==> config.mk <==
export PLATFORM = sky130hd
export DESIGN_NAME = uied_top
export DESIGN_NICKNAME = d
export VERILOG_FILES = /design/src/rtl/uied_pkg.sv /design/src/rtl/uied_lk_if.sv /design/src/rtl/uied_lookup.sv /design/src/rtl/uied_irq.sv /design/src/rtl/uied_top.sv
export SDC_FILE = /design/constraint.sdc
export NUM_CORES = 1
export LEC_CHECK = 0
export BUFFER_PORTS_ARGS = -buffer_cell sky130_fd_sc_hd__buf_2
export CAP_MARGIN = 5
export CORE_AREA = 2 2 177 179
export DETAILED_ROUTE_END_ITERATION = 10
export DIE_AREA = 0 0 179 181
export PLACE_DENSITY = 0.65
export SETUP_SLACK_MARGIN = 0.5
export SLEW_MARGIN = 10
export SYNTH_ARGS = -nofsm -noshare
export SYNTH_HDL_FRONTEND = slang
export SYNTH_HIERARCHICAL = 1
export SYNTH_SLANG_ARGS = --single-unit
==> constraint.sdc <==
create_clock -name clk_sys -period 4.4 [get_ports clk_sys]
set_clock_uncertainty 0.1 [all_clocks]
set_input_delay 0.22 -clock clk_sys [delete_from_list [all_inputs] [get_ports clk_sys]]
set_output_delay 0.22 -clock clk_sys [all_outputs]
set_load 0.02 [all_outputs]
==> src/rtl/uied_pkg.sv <==
package uied_pkg;

    ////////////////////////////////////////////////////////////////////////////
    // Register word indices (Avalon word address)
    localparam logic [15:0] EP0_IN_CFG_IDX  = 16'hff80;
    localparam logic [15:0] EP0_IN_CNT_IDX  = 16'hff81;
    localparam logic [15:0] EP0_OUT_CFG_IDX = 16'hff82;
    localparam logic [15:0] EP0_OUT_CNT_IDX = 16'hff83;
    localparam logic [15:0] IRQ_STATUS_IDX  = 16'hff90;
    localparam logic [15:0] IRQ_CLEAR_IDX   = 16'hff91;
    localparam logic [15:0] IRQ_ENABLE_IDX  = 16'hff92;

    // Descriptor entry offsets inside one 8-entry block
    localparam logic [2:0]  OFS_CFG   = 3'h0;
    localparam logic [2:0]  OFS_XBASE = 3'h1;
    localparam logic [2:0]  OFS_XCNT  = 3'h2;
    localparam logic [2:0]  OFS_YBASE = 3'h5;
    localparam logic [2:0]  OFS_YCNT  = 3'h6;
    localparam logic [2:0]  OFS_SIZE  = 3'h7;

    ////////////////////////////////////////////////////////////////////////////
    // Field positions
    localparam int BIT_EN    = 7;
    localparam int BIT_TOG   = 5;
    localparam int BIT_DOUBLE_BUFFER_ENABLE  = 4;
    localparam int BIT_STALL = 3;
    localparam int BIT_IE    = 2;
    localparam int BIT_NAK   = 7;

    // Reset values and writable masks of the endpoint 0 registers, and the descriptor reset value
    localparam logic [7:0]  EP0_CFG_RST   = 8'h00;
    localparam logic [7:0]  EP0_CNT_RST   = 8'h80;
    localparam logic [7:0]  EP0_CFG_WMASK = 8'h8c;
    localparam logic [7:0]  EP0_CNT_WMASK = 8'h8f;
    localparam logic [7:0]  DESC_RST      = 8'h00;

    // Endpoint 0 fixed buffers and packet limit
    localparam logic [15:0] EP0_IN_BUF  = 16'hfef8;
    localparam logic [15:0] EP0_OUT_BUF = 16'hfef0;
    localparam logic [3:0]  EP0_MAX     = 4'h8;

    // Buffer choice: Y only with double buffering and toggle set
    function automatic logic uied_pick_y(input logic [7:0] cfg);
        return cfg[BIT_DOUBLE_BUFFER_ENABLE] & cfg[BIT_TOG];
    endfunction

endpackage

==> src/rtl/uied_lk_if.sv <==
`timescale 1ns/100ps
interface uied_lk_if;
    logic        req;
    logic [1:0]  ep;
    logic [7:0]  cfg;
    logic [7:0]  xcnt;
    logic [7:0]  ycnt;
    logic [7:0]  xbase;
    logic [7:0]  ybase;
    logic [7:0]  size;
    logic        valid;
    logic        serve;
    logic        use_y;
    logic        nak;
    logic [6:0]  count;
    logic [6:0]  sz;
    logic [15:0] start;

    modport main   (output req, ep, cfg, xcnt, ycnt, xbase, ybase, size,
                    input  valid, serve, use_y, nak, count, sz, start);
    modport lookup (input  req, ep, cfg, xcnt, ycnt, xbase, ybase, size,
                    output valid, serve, use_y, nak, count, sz, start);
endinterface

==> src/rtl/uied_lookup.sv <==
`timescale 1ns/100ps
module uied_lookup (
    // Clock and reset
    input wire logic clk_sys,
    input wire logic rst,
    // Descriptor view
    uied_lk_if.lookup lk
);
    import uied_pkg::*;

    logic       sel_y;
    logic [7:0] cnt;
    logic [7:0] base;

    ////////////////////////////////////////////////////////////////////////////
    // Pick X or Y entries of the requested endpoint
    assign sel_y = uied_pick_y(lk.cfg);
    assign cnt   = sel_y ? lk.ycnt : lk.xcnt;
    assign base  = sel_y ? lk.ybase : lk.xbase;

    ////////////////////////////////////////////////////////////////////////////
    // Registered answer, one cycle after the request
    always_ff @(posedge clk_sys) begin
        if (rst) begin
            lk.valid <= 1'b0;
            lk.serve <= 1'b0;
            lk.use_y <= 1'b0;
            lk.nak   <= 1'b1;
            lk.count <= 7'h00;
            lk.sz    <= 7'h00;
            lk.start <= 16'h0000;
        end else begin
            lk.valid <= lk.req;
            if (lk.req) begin
                lk.serve <= lk.cfg[BIT_EN];
                lk.nak   <= cnt[BIT_NAK];
                if (lk.ep == 2'h0) begin
                    // Fixed buffer, counts above eight read as eight
                    lk.use_y <= 1'b0;
                    lk.start <= EP0_IN_BUF;
                    lk.count <= (cnt[3:0] > EP0_MAX) ? {3'h0, EP0_MAX} : {3'h0, cnt[3:0]};
                    lk.sz    <= {3'h0, EP0_MAX};
                end else begin
                    lk.use_y <= sel_y;
                    lk.start <= {5'h00, base, 3'h0};
                    lk.count <= cnt[6:0];
                    lk.sz    <= lk.size[6:0];
                end
            end
        end
    end
endmodule

==> src/rtl/uied_irq.sv <==
`timescale 1ns/100ps
module uied_irq (
    // Clock and reset
    input  wire logic       clk_sys,
    input  wire logic       rst,
    // Events
    input  wire logic [3:0] set,
    // Software access
    input  wire logic       clr_we,
    input  wire logic       en_we,
    input  wire logic [3:0] wdata,
    // State
    output logic      [3:0] status,
    output logic      [3:0] enable,
    output logic            irq
);
    ////////////////////////////////////////////////////////////////////////////
    // Sticky status, a new event beats a clear in the same cycle
    always_ff @(posedge clk_sys) begin
        if (rst) begin
            status <= 4'h0;
        end else begin
            status <= (status & ~(clr_we ? wdata : 4'h0)) | set;
        end
    end

    // Enable mask
    always_ff @(posedge clk_sys) begin
        if (rst) begin
            enable <= 4'h0;
        end else if (en_we) begin
            enable <= wdata;
        end
    end

    // Level interrupt
    assign irq = |(status & enable);
endmodule

==> src/rtl/uied_top.sv <==
`timescale 1ns/100ps
module uied_top (
    // Clock and reset
    input  wire logic        clk_sys,
    input  wire logic        rst,
    // Avalon-MM slave
    input  wire logic [15:0] avs_address,
    input  wire logic        avs_read,
    input  wire logic        avs_write,
    input  wire logic [31:0] avs_writedata,
    input  wire logic [3:0]  avs_byteenable,
    output logic      [31:0] avs_readdata,
    output logic             avs_waitrequest,
    // Buffer manager lookup
    input  wire logic        bm_req,
    input  wire logic [1:0]  bm_ep,
    output logic             bm_valid,
    output logic             bm_serve,
    output logic             bm_use_y,
    output logic             bm_nak,
    output logic      [6:0]  bm_count,
    output logic      [6:0]  bm_size,
    output logic      [15:0] bm_start,
    // Buffer manager completion
    input  wire logic        bm_done,
    input  wire logic [1:0]  bm_done_ep,
    // Interrupt
    output logic             irq
);
    import uied_pkg::*;

    logic [7:0]  desc [0:31];
    logic [7:0]  ctrl_in_config;
    logic [7:0]  ctrl_in_count;
    logic [7:0]  ctrl_out_config;
    logic [7:0]  ctrl_out_count;
    logic        rd_ack;
    logic        wr_lo;
    logic        desc_hit;
    logic [4:0]  idx;
    logic [31:0] rd_val;
    logic [7:0]  done_cfg;
    logic        done_ok;
    logic [3:0]  irq_set;
    logic [3:0]  irq_status;
    logic [3:0]  irq_enable;

    uied_lk_if lk ();

    ////////////////////////////////////////////////////////////////////////////
    // Bus decode
    assign wr_lo    = avs_write & avs_byteenable[0];
    assign idx      = avs_address[4:0];
    assign desc_hit = (avs_address[15:5] == 11'h000) && (avs_address[4:3] != 2'h0);

    // Reads wait one cycle, writes complete at once
    assign avs_waitrequest = avs_read & ~rd_ack;

    always_ff @(posedge clk_sys) begin
        if (rst) begin
            rd_ack <= 1'b0;
        end else begin
            rd_ack <= avs_read & ~rd_ack;
        end
    end

    ////////////////////////////////////////////////////////////////////////////
    // Completion side: configuration of the finishing endpoint
    always_comb begin
        done_cfg = ctrl_in_config;
        if (bm_done_ep != 2'h0) begin
            done_cfg = desc[{bm_done_ep, OFS_CFG}];
        end
    end

    assign done_ok = bm_done & done_cfg[BIT_EN];

    ////////////////////////////////////////////////////////////////////////////
    // Descriptor memory for endpoints 1 to 3, firmware writes, then completion
    // marks the used buffer empty and flips the toggle; base entries untouched
    always_ff @(posedge clk_sys) begin
        if (rst) begin
            for (int i = 0; i < 32; i++) begin
                desc[i] <= DESC_RST;
            end
        end else begin
            if (wr_lo && desc_hit) begin
                desc[idx] <= avs_writedata[7:0];
            end
            if (done_ok && bm_done_ep != 2'h0) begin
                if (uied_pick_y(done_cfg)) begin
                    desc[{bm_done_ep, OFS_YCNT}][BIT_NAK] <= 1'b1;
                end else begin
                    desc[{bm_done_ep, OFS_XCNT}][BIT_NAK] <= 1'b1;
                end
                desc[{bm_done_ep, OFS_CFG}][BIT_TOG] <= ~done_cfg[BIT_TOG];
            end
        end
    end

    ////////////////////////////////////////////////////////////////////////////
    // Endpoint 0 input configuration, toggle is hardware-owned
    always_ff @(posedge clk_sys) begin
        if (rst) begin
            ctrl_in_config <= EP0_CFG_RST;
        end else begin
            if (wr_lo && avs_address == EP0_IN_CFG_IDX) begin
                ctrl_in_config <= (ctrl_in_config & ~EP0_CFG_WMASK) | (avs_writedata[7:0] & EP0_CFG_WMASK);
            end
            if (done_ok && bm_done_ep == 2'h0) begin
                ctrl_in_config[BIT_TOG] <= ~ctrl_in_config[BIT_TOG];
            end
        end
    end

    // Endpoint 0 input count, completion marks it empty
    always_ff @(posedge clk_sys) begin
        if (rst) begin
            ctrl_in_count <= EP0_CNT_RST;
        end else begin
            if (wr_lo && avs_address == EP0_IN_CNT_IDX) begin
                ctrl_in_count <= avs_writedata[7:0] & EP0_CNT_WMASK;
            end
            if (done_ok && bm_done_ep == 2'h0) begin
                ctrl_in_count[BIT_NAK] <= 1'b1;
            end
        end
    end

    // Endpoint 0 output registers, same layout as the input pair
    always_ff @(posedge clk_sys) begin
        if (rst) begin
            ctrl_out_config <= EP0_CFG_RST;
            ctrl_out_count  <= EP0_CNT_RST;
        end else begin
            if (wr_lo && avs_address == EP0_OUT_CFG_IDX) begin
                ctrl_out_config <= (ctrl_out_config & ~EP0_CFG_WMASK) | (avs_writedata[7:0] & EP0_CFG_WMASK);
            end
            if (wr_lo && avs_address == EP0_OUT_CNT_IDX) begin
                ctrl_out_count <= avs_writedata[7:0] & EP0_CNT_WMASK;
            end
        end
    end

    ////////////////////////////////////////////////////////////////////////////
    // Read multiplexer, unmapped words read zero
    always_comb begin
        rd_val = 32'h0000_0000;
        if (desc_hit) begin
            rd_val[7:0] = desc[idx];
        end else begin
            case (avs_address)
                EP0_IN_CFG_IDX:  rd_val[7:0] = ctrl_in_config;
                EP0_IN_CNT_IDX:  rd_val[7:0] = ctrl_in_count;
                EP0_OUT_CFG_IDX: rd_val[7:0] = ctrl_out_config;
                EP0_OUT_CNT_IDX: rd_val[7:0] = ctrl_out_count;
                IRQ_STATUS_IDX:  rd_val[3:0] = irq_status;
                IRQ_ENABLE_IDX:  rd_val[3:0] = irq_enable;
                default:         rd_val = 32'h0000_0000;
            endcase
        end
    end

    // Read data register
    always_ff @(posedge clk_sys) begin
        if (rst) begin
            avs_readdata <= 32'h0000_0000;
        end else if (avs_read && !rd_ack) begin
            avs_readdata <= rd_val;
        end
    end

    ////////////////////////////////////////////////////////////////////////////
    // Feed the lookup with the requested endpoint's entries
    always_comb begin
        lk.req   = bm_req;
        lk.ep    = bm_ep;
        lk.cfg   = ctrl_in_config;
        lk.xcnt  = ctrl_in_count;
        lk.ycnt  = ctrl_in_count;
        lk.xbase = 8'h00;
        lk.ybase = 8'h00;
        lk.size  = 8'h00;
        if (bm_ep != 2'h0) begin
            lk.cfg   = desc[{bm_ep, OFS_CFG}];
            lk.xcnt  = desc[{bm_ep, OFS_XCNT}];
            lk.ycnt  = desc[{bm_ep, OFS_YCNT}];
            lk.xbase = desc[{bm_ep, OFS_XBASE}];
            lk.ybase = desc[{bm_ep, OFS_YBASE}];
            lk.size  = desc[{bm_ep, OFS_SIZE}];
        end
    end

    uied_lookup u_lookup (
        .clk_sys (clk_sys),
        .rst     (rst),
        .lk      (lk)
    );

    assign bm_valid = lk.valid;
    assign bm_serve = lk.serve;
    assign bm_use_y = lk.use_y;
    assign bm_nak   = lk.nak;
    assign bm_count = lk.count;
    assign bm_size  = lk.sz;
    assign bm_start = lk.start;

    ////////////////////////////////////////////////////////////////////////////
    // Completion events gated by the endpoint interrupt enable
    always_comb begin
        irq_set = 4'h0;
        irq_set[bm_done_ep] = done_ok & done_cfg[BIT_IE];
    end

    uied_irq u_irq (
        .clk_sys (clk_sys),
        .rst     (rst),
        .set     (irq_set),
        .clr_we  (wr_lo && avs_address == IRQ_CLEAR_IDX),
        .en_we   (wr_lo && avs_address == IRQ_ENABLE_IDX),
        .wdata   (avs_writedata[3:0]),
        .status  (irq_status),
        .enable  (irq_enable),
        .irq     (irq)
    );

endmodule

==> impl_metrics.ini, run 1 <==
[sta]
finalCritPeriodShare_pct = 59.8
worst_slew_pin_slew_ns = 0.958
setup_tns_ns = 0
hold_viol = 0
hold_slack_ns = 0.0777
period_needed_ns = 2.63
relSlewSlack_pct = 36.2
rsz0062_at_grt = no
setup_violations = 0
slew_viol_final = 0
clock.fmax_mhz = 380

[clock_network]
cts_tree = yes
cts_hold_buf = 0
cts_max_path_buffers = 3
cts_resized = 0
htreeDepth = 1
cts_buffers = 28
clk_pin_slew_ns = 0.06
cts.sinks = 253
post-cts-setup-buffers = 0
cts_root_buf = clkbuf_16
clock_latency_ns = 0.55

[cells_and_area]
finalNetCount = 1209
fill_cells = 2689
layout-drive-gt1-share_pct = 23.0
syn_to_final_growth_pct = 10.3
seqCellArea_um2 = 6930
multi_input_area_um2 = 5870

[placed_design]
post-dp-hpwl_um = 28400
gp_congestion = 0.916
io_buffers = 75

[pwr]
power_density_nw_per_um2 = 387
p_leak_nw = 5.39
peakVddDrop_v = 0.000248

[detailed_routing]
drt-pass1-iter-count = 5
drt_iter0_markers = 1062
wl_per_cell_um = 25.7
met1_length_um = 16900
route.vias.total = 9237
wl_met2_um = 18100
top_layer_used = met5
ant_nets = 0
wl_met3_um = 3390
detail_route.wirelength_um = 40300
viasPerCell = 5.90
drc = 0

[floorplan]
start_util_pct = 44.1
num_io_pins = 130
core_um2 = 30300
rows = 64
dieHeight_um = 181
die_area_um2 = 32400
die_w_um = 179

[outcome]
status = finished, final reports clean

[setup_path]
critical_path_arrival_ns = 2.75
reg2reg_depth = 5
r2r-start = desc[24][4]$_SDFFCE_PN0P_
end_kind = flop
cp-start-kind = primary input
path_class = primary input to flop
r2r_setup_slack_ns = 2.09
path_max_fanout = 10
r2r_end = u_lookup/lk.nak$_SDFFE_PP1P_
critPathRequiredTime_ns = 4.52

[logic_synthesis]
synth_area_um2 = 13400
avgSynthCellArea_um2 = 12.0
yosys_warnings = 6
syn_inst = 1119

[min_path]
min_to = desc[8][5]$_DFFE_PP_
hold_depth = 3
hold_start = bm_done
hold_path_class = primary input to flop

[job]
drv_cap = 0

[global_route]
grt_pass1_wl_um = 58000
grt_max_degree = 71
overflow = 0
track_usage_pct = 24.7
antenna_found_initial = 2
grt_pass1_vias = 8863
==> worst max path at each step <==
stage	slack, ns	startpoint	end	depth (start not counted)
after CTS	1.86	avs_address[14]	desc[11][2]$_SDFFCE_PN0P_	6
after global placement	1.34	avs_address[1]	desc[22][0]$_DFFE_PP_	6
after floorplan	2.14	bm_ep[0]	u_lookup/lk.nak$_SDFFE_PP1P_	7
final	1.77	avs_address[14]	desc[11][2]$_SDFFCE_PN0P_	6
after global routing	1.64	avs_address[1]	desc[18][1]$_DFFE_PP_	6
after detailed placement	1.31	avs_address[14]	desc[11][2]$_SDFFCE_PN0P_	6
==> state kept, by name, indices dropped and copies added, names as in the netlist, 3 cells and up <==
signal / cells
desc: 192
u_lookup/lk.start: 9
avs_readdata: 8
u_lookup/lk.count: 7
u_lookup/lk.sz: 7
ctrl_in_count: 5
ctrl_out_count: 5
ctrl_in_config: 4
u_irq/enable: 4
u_irq/status: 4
ctrl_out_config: 3
==> critical path: stages <==
cell     delay (ns)
buf_2          0.11
nor4_2         0.46
nand4_2        0.42
or3_1          0.87
nor2_4         0.36
or2_2          0.30
==> cells in the final DEF, fill, tap and decap left out, types with 18 or more instances in the layout <==
| master | instances |
|---|---|
| edfxtp_1 | 186 |
| and2_1 | 185 |
| buf_2 | 74 |
| nor2_1 | 71 |
| dfxtp_1 | 67 |
| mux2i_1 | 63 |
| mux2_2 | 49 |
| nand2_1 | 36 |
| mux4_2 | 34 |
| a22o_1 | 33 |
| clkbuf_16 | 29 |
| conb_1 | 27 |
| or2_2 | 21 |
| o22ai_1 | 21 |
| inv_1 | 19 |
| nand2b_1 | 18 |
| nor2b_1 | 18 |
==> metal layers <==
layer / up-vias / track usage [%]
met3: 97 / 3.91
met4: 2 / 11.1
met5: - / 0
li1: 4122 / -
met1: 4555 / 34.4
met2: 461 / 38.0
==> stage by stage <==
| stage | cells | area, um2 | util, % | worst slack, ns | power (mW) |
|---|---|---|---|---|---|
| 2_1_floorplan | 1144 | 13500 | - | 2.14 | 3.14 |
| 3_3_place_gp | 1513 | 13800 | 45.5 | 1.34 | 3.34 |
| 3_5_place_dp | 1513 | 13800 | 45.5 | 1.31 | 3.34 |
| 4_1_cts | 1565 | 14800 | 48.6 | 1.86 | 5.71 |
| 5_1_grt | 1565 | 14800 | 48.6 | 1.64 | 5.85 |
| 6_report | 1566 | 14800 | 48.6 | 1.77 | 5.71 |
==> final cells by class <==
| type | instances | area share (%) |
|---|---|---|
| antenna | 1 | 0.0170 |
| clock buffer | 38 | 5.21 |
| clock inverter | 14 | 1.18 |
| timing repair buffer | 82 | 3.00 |
| multi-input combinational | 763 | 39.8 |
| sequential | 253 | 46.9 |
| inverter | 19 | 0.483 |
| tap | 396 | 3.36 |
==> report_power, final <==
part	leakage [nW]	total (mW)	switching (mW)	internal (mW)
Sequential	2.31	2.72	0.0646	2.66
Clock	0.460	2.40	0.946	1.46
Combinational	2.62	0.582	0.386	0.196
No activity file was read; power rests on OpenSTA's default activity.
==> run 2, diff against run 1 <==
- ABC_AREA: default -> 1
- CORE_AREA: 2 2 177 179 -> 2 2 184 186
- DIE_AREA: 0 0 179 181 -> 0 0 186 188
- PLACE_DENSITY: 0.65 -> 0.67
- clock period: 4.4 -> 2.2 ns (I/O delays scaled with it)
==> run 2 against run 1 <==
Compared with the run above: routed wire length is 25% higher; non-clock buffer count increased by 109; first-iteration DRC count grew 63%; setup slack worse by 1.4 ns; synthesized cell count grew 64%.
==> impl_metrics.ini, run 2 <==
[outcome]
status = finished, final reports clean

[pwr]
power_density_nw_per_um2 = 730
peakVddDrop_v = 0.000513
p_leak_nw = 7.31

[cells_and_area]
regMostFlops = desc
layout-drive-gt1-share_pct = 14.6
layout_commonest_cell = nand2_1
top_regs = desc: 222 flops, u_lookup/lk.start: 9 flops, avs_readdata: 8 flops
fill_cells = 3178
diodes = 0
finalNetCount = 2034
final_cell_mix = nand2_1 (573), nor2_1 (340), edfxtp_1 (216), o21ai_0 (115), a21oi_1 (92)
syn_to_final_growth_pct = 17.7
largest_register_ffs = 222

[detailed_routing]
wl_per_cell_um = 20.6
drt_iter0_markers = 1732
ant_nets = 0
drc = 0
drt-pass1-iter-count = 5
route.vias.total = 13300
detail_route.wirelength_um = 50400
viasPerCell = 5.44

[global_route]
grt_pass1_wl_um = 75100
overflow = 0
antenna_found_initial = 1
grt_pass1_vias = 12600
track_usage_pct = 28.7
grt_max_degree = 65

[setup_path]
critPathRequiredTime_ns = 2.53
crit_path_start = desc[16][4]$_SDFFCE_PN0P_
end_kind = flop
cp-start-kind = flop
crit_cells = 8
reg2reg_depth = 8
worstPathCellList = inv_2, a21oi_2, o21ai_1, a21oi_2, nand2_4, buf_6, o211ai_1, a21oi_1
critical_path_arrival_ns = 2.14
cp_slowest_stage_delay_ns = 0.35
r2r-start = desc[16][4]$_SDFFCE_PN0P_
path_class = flop to flop
crit_buf_inv = 2
cp_common_cell = a21oi_2
critical-path-top-delay-family = compound AO/OA/AOI/OAI gates
r2r_end = u_lookup/lk.start[8]$_SDFFE_PP0P_
path_max_fanout = 6
r2r_setup_slack_ns = 0.39
cp-endpoint = u_lookup/lk.start[8]$_SDFFE_PP0P_
crit_slowest_cell = edfxtp_1

[clock_network]
htreeDepth = 1
cts_max_path_buffers = 3
clock_latency_ns = 0.57
cts.sinks = 283
cts_root_buf = clkbuf_16
clk_pin_slew_ns = 0.06
cts_buffers = 29
cts_tree = yes

[sta]
fin_ws_ns = 0.394
hold_viol = 0
slew_viol_final = 0
setup_tns_ns = 0
setup_violations = 0
rsz0062_at_grt = yes
relSlewSlack_pct = 52.5
finalCritPeriodShare_pct = 82.1
period_needed_ns = 1.81
clock.fmax_mhz = 554
worst_slew_pin_slew_ns = 0.708

[floorplan]
die_w_um = 186
rows = 67
dieHeight_um = 188
core_um2 = 33100
die_area_um2 = 35000
start_util_pct = 43.7
num_io_pins = 130

[logic_synthesis]
avgSynthCellArea_um2 = 7.89
yosys_warnings = 6
syn_inst = 1832
synth_area_um2 = 14500

[placed_design]
io_buffers = 75
place_worst_setup_slack_ns = 0.101
gp_congestion = 0.981
post-dp-hpwl_um = 35700

[job]
drv_cap = 0

[min_path]
hold_path_class = primary input to flop
==> run 2: cell count changes in the layout (fill, tap and decap cells not counted), sizes merged, moves of 63 or more <==
cell	change
a21oi	+92
and2	-183
buf	+96
inv	+78
mux2i	-63
nand2	+558
nand3	+72
nor2	+269
o21ai	+111
==> run 2: timing repair <==
item / CTS / global route
pin swaps: 5 / 22
hold endpoints to repair: 50 / 2
resized for setup: 22 / 40
setup buffers: 7 / 9
endpoints found under the setup margin: 27 / 35
hold buffers: 13 / 1
==> run 2: how the worst min path moves through the flow <==
| stage | startpoint | end | slack (ns) | cells past startpoint |
|---|---|---|---|---|
| 2_1_floorplan | avs_writedata[3] | u_irq/enable[3]$_SDFFE_PP0P_ | 0.15 | 2 |
| 3_3_place_gp | avs_writedata[1] | ctrl_out_count[1]$_SDFFE_PP0P_ | 0.30 | 3 |
| 3_5_place_dp | avs_writedata[1] | ctrl_out_count[1]$_SDFFE_PP0P_ | 0.31 | 3 |
| 4_1_cts | avs_byteenable[0] | u_irq/enable[1]$_SDFFE_PP0P_ | 0.005 | 5 |
| 5_1_grt | avs_byteenable[0] | u_irq/enable[0]$_SDFFE_PP0P_ | 0.04 | 5 |
| 6_report | avs_byteenable[0] | u_irq/enable[1]$_SDFFE_PP0P_ | 0.02 | 5 |
==> run 2: stage by stage <==
| step | area [um2] | hold slack [ns] | utilization (%) | total power, mW | cells |
|---|---|---|---|---|---|
| floorplan | 14700 | 0.150 | - | 7.11 | 1887 |
| global placement | 15700 | 0.304 | 47.5 | 7.68 | 2360 |
| detailed placement | 15700 | 0.307 | 47.5 | 7.70 | 2360 |
| CTS | 16800 | 0.00546 | 50.8 | 12.3 | 2434 |
| global route | 17000 | 0.0373 | 51.4 | 12.8 | 2443 |
| finish | 17000 | 0.0206 | 51.4 | 12.4 | 2443 |
==> run 2: where the power goes <==
group          switching [mW]  total [mW]  internal (mW)
Clock                    2.09        4.68           2.59
Combinational            1.13        1.59          0.460
Sequential              0.134        6.14           6.01
==> run 2: layout make-up <==
| cell class | count | area [um2] | area share [%] |
|---|---|---|---|
| clock buffers | 44 | 832 | 4.89 |
| inverters | 103 | 395 | 2.32 |
| repair buffers | 191 | 1460 | 8.58 |
| multi-input cells | 1364 | 5890 | 34.6 |
| flip-flops and latches | 283 | 7830 | 46.0 |
| clock inverters | 10 | 50.0 | 0.294 |
| well taps | 448 | 561 | 3.29 |
==> run 2: metal layers <==
| metal | up-vias | share of wire [%] | GRT usage (%) |
|---|---|---|---|
| li1 | 6152 | - | - |
| met1 | 6279 | 40 | 39.0 |
| met5 | - | 0 | 0 |
| met3 | 146 | 9.4 | 4.76 |
| met4 | 0 | 5.0 | 13.2 |
| met2 | 707 | 46 | 45.1 |
==> run 2: worst min-delay path, stage by stage <==
cell     delay [ns]
buf_2          0.10
nand2_1        0.16
nor2_1         0.14
nand2_1        0.07
a21oi_1        0.05
==> run 3, diff against run 2 <==
- PLACE_DENSITY: 0.67 -> 0.65
- clock period: 2.2 -> 1.7 ns (I/O delays scaled with it)
==> run 3 against run 2 <==
Compared with the run above: cell count rose by 5.3%; clock-buffer cell count rose by 4; sequential share of layout area shrank 5.9 points; combinational power rose by 58%; first-iteration DRC count rose by 8.1%; largest cell class unchanged.
==> impl_metrics.ini, run 3 (synthesis gave the netlist of run 2 again) <==
[outcome]
status = finished, final reports clean

[sta]
hold_slack_ns = 0.00825
worst_slew_pin_slew_ns = 0.660
fin_ws_ns = 0.0117
slew_viol_final = 0
finalCritPeriodShare_pct = 99.3
setup_violations = 0
rsz0062_at_grt = yes
period_needed_ns = 1.69
relSlewSlack_pct = 55.8
clock.fmax_mhz = 592
hold_viol = 0

[placed_design]
placed_cell_area_um2 = 17200
gp_congestion = 0.989
dp.cells = 2462
place_worst_setup_slack_ns = -0.263
post-dp-hpwl_um = 38900
io_buffers = 75

[detailed_routing]
wl_per_cell_um = 21.1
route.vias.total = 14000
drt-pass1-iter-count = 6
drc = 0
drt_iter0_markers = 1872
detail_route.wirelength_um = 54100
viasPerCell = 5.43
ant_nets = 0

[floorplan]
num_io_pins = 130
die_area_um2 = 35000
core_um2 = 33100
die_w_um = 186
rows = 67
dieHeight_um = 188
start_util_pct = 43.7

[cells_and_area]
layout_commonest_cell = nand2_1
finalNetCount = 2161
final_cell_mix = nand2_1 (491), nor2_1 (308), edfxtp_1 (216), buf_4 (186), a21oi_1 (94)
syn_to_final_growth_pct = 35.7
regMostFlops = desc
layout-drive-gt1-share_pct = 28.7
largest_register_ffs = 222
fin_cells = 2572
top_regs = desc: 222 flops, u_lookup/lk.start: 9 flops, avs_readdata: 8 flops
fill_cells = 2895
fin_area_um2 = 19600
diodes = 0

[setup_path]
cp-start-kind = flop
end_kind = flop
path_max_fanout = 5
critical_path_arrival_ns = 1.97
r2r_end = u_lookup/lk.count[4]$_SDFFE_PP0P_
cp_slowest_stage_delay_ns = 0.35
crit_cells = 9
r2r_setup_slack_ns = 0.01
path_class = flop to flop
crit_buf_inv = 3
critical-path-top-delay-family = compound AO/OA/AOI/OAI gates
r2r-start = desc[8][4]$_SDFFCE_PN0P_
cp-endpoint = u_lookup/lk.count[4]$_SDFFE_PP0P_
crit_path_start = desc[8][4]$_SDFFCE_PN0P_
worstPathCellList = inv_2, a21oi_2, o21ai_1, a21oi_2, buf_6, nand2_8, buf_6, o211ai_1, a21oi_1
critPathRequiredTime_ns = 1.98
reg2reg_depth = 9
crit_slowest_cell = edfxtp_1

[clock_network]
cts_root_buf = clkbuf_16
htreeDepth = 2
cts_max_path_buffers = 3
clock_latency_ns = 0.53
cts_tree = yes
cts_buffers = 34
cts.sinks = 283
clk_pin_slew_ns = 0.06

[global_route]
grt_pass1_wl_um = 78900
track_usage_pct = 30.6
grt_pass1_vias = 13200
antenna_found_initial = 1
overflow = 0
grt_max_degree = 65

[pwr]
power_density_nw_per_um2 = 902
finalPower_mw = 17.7
p_leak_nw = 8.48
peakVddDrop_v = 0.000710

[job]
drv_cap = 0

[min_path]
hold_path_class = primary input to flop
## run 3: cell count changes in the layout (fill, tap and decap cells not counted), moves of 27 or more
cell / previous run / this run
buf_4: 85 / 186
nand2_1: 573 / 491
buf_6: 4 / 49
buf_2: 75 / 32
nand2_2: 19 / 59
nand2_4: 3 / 38
nor2_1: 340 / 308
nand3_1: 79 / 52
## run 3: area by class of cell
cell class / instances / area [um2] / area share, %
flip-flops and latches: 283 / 7870 / 40.1
repair buffers: 312 / 2840 / 14.5
clock inverters: 13 / 129 / 0.657
well taps: 448 / 561 / 2.86
multi-input cells: 1365 / 6800 / 34.7
clock buffers: 48 / 965 / 4.92
inverters: 103 / 447 / 2.28
## run 3: timing repair
action,in CTS,in global routing
resized for setup,150,142
hold buffers,15,0
pin swaps,61,57
setup endpoints to repair,158,378
gates cloned,1,0
hold endpoints to repair,39,0
buffers inserted,17,16
## run 3: worst register-to-register path: cells and delay by family (launching register included)
family	cells	cell delay, ns
buffers and inverters	3	0.37
flip-flops	1	0.35
AO/OA/AOI/OAI	5	0.65
AND/OR/NAND/NOR	1	0.08
## run 3: worst min-delay path by stage
| stage | startpoint | to | slack (ns) | depth (start not counted) |
|---|---|---|---|---|
| after floorplan | avs_writedata[3] | u_irq/enable[3]$_SDFFE_PP0P_ | 0.13 | 2 |
| after global placement | avs_writedata[1] | u_irq/enable[1]$_SDFFE_PP0P_ | 0.31 | 3 |
| after detailed placement | avs_writedata[1] | u_irq/enable[1]$_SDFFE_PP0P_ | 0.32 | 3 |
| after CTS | avs_read | avs_readdata[3]$_SDFFE_PP0P_ | -0.006 | 5 |
| after global routing | avs_read | avs_readdata[2]$_SDFFE_PP0P_ | 0.04 | 5 |
| final | avs_read | avs_readdata[3]$_SDFFE_PP0P_ | 0.008 | 5 |
## run 3: through the flow
step           setup TNS, ns  utilization, %
2_1_floorplan              0               -
3_3_place_gp           -7.94            52.0
3_5_place_dp          -10.61            52.0
4_1_cts                    0            57.5
5_1_grt               -0.885            59.2
6_report                   0            59.2
## run 3: where the power goes
| group | switching, mW | total [mW] | internal [mW] |
|---|---|---|---|
| clock network | 2.92 | 7.20 | 4.28 |
| registers | 0.211 | 7.99 | 7.78 |
| logic | 1.62 | 2.51 | 0.884 |
## run 3: layer usage
layer / GRT usage (%) / wire, um / part of all wire (%) / vias up
met5: 0 / 0 / 0 / -
met2: 48.7 / 24600 / 45 / 834
met3: 7.63 / 5890 / 11 / 158
li1: - / - / - / 6428
met4: 12.5 / 2430 / 4.5 / 0
met1: 39.7 / 21200 / 39 / 6551
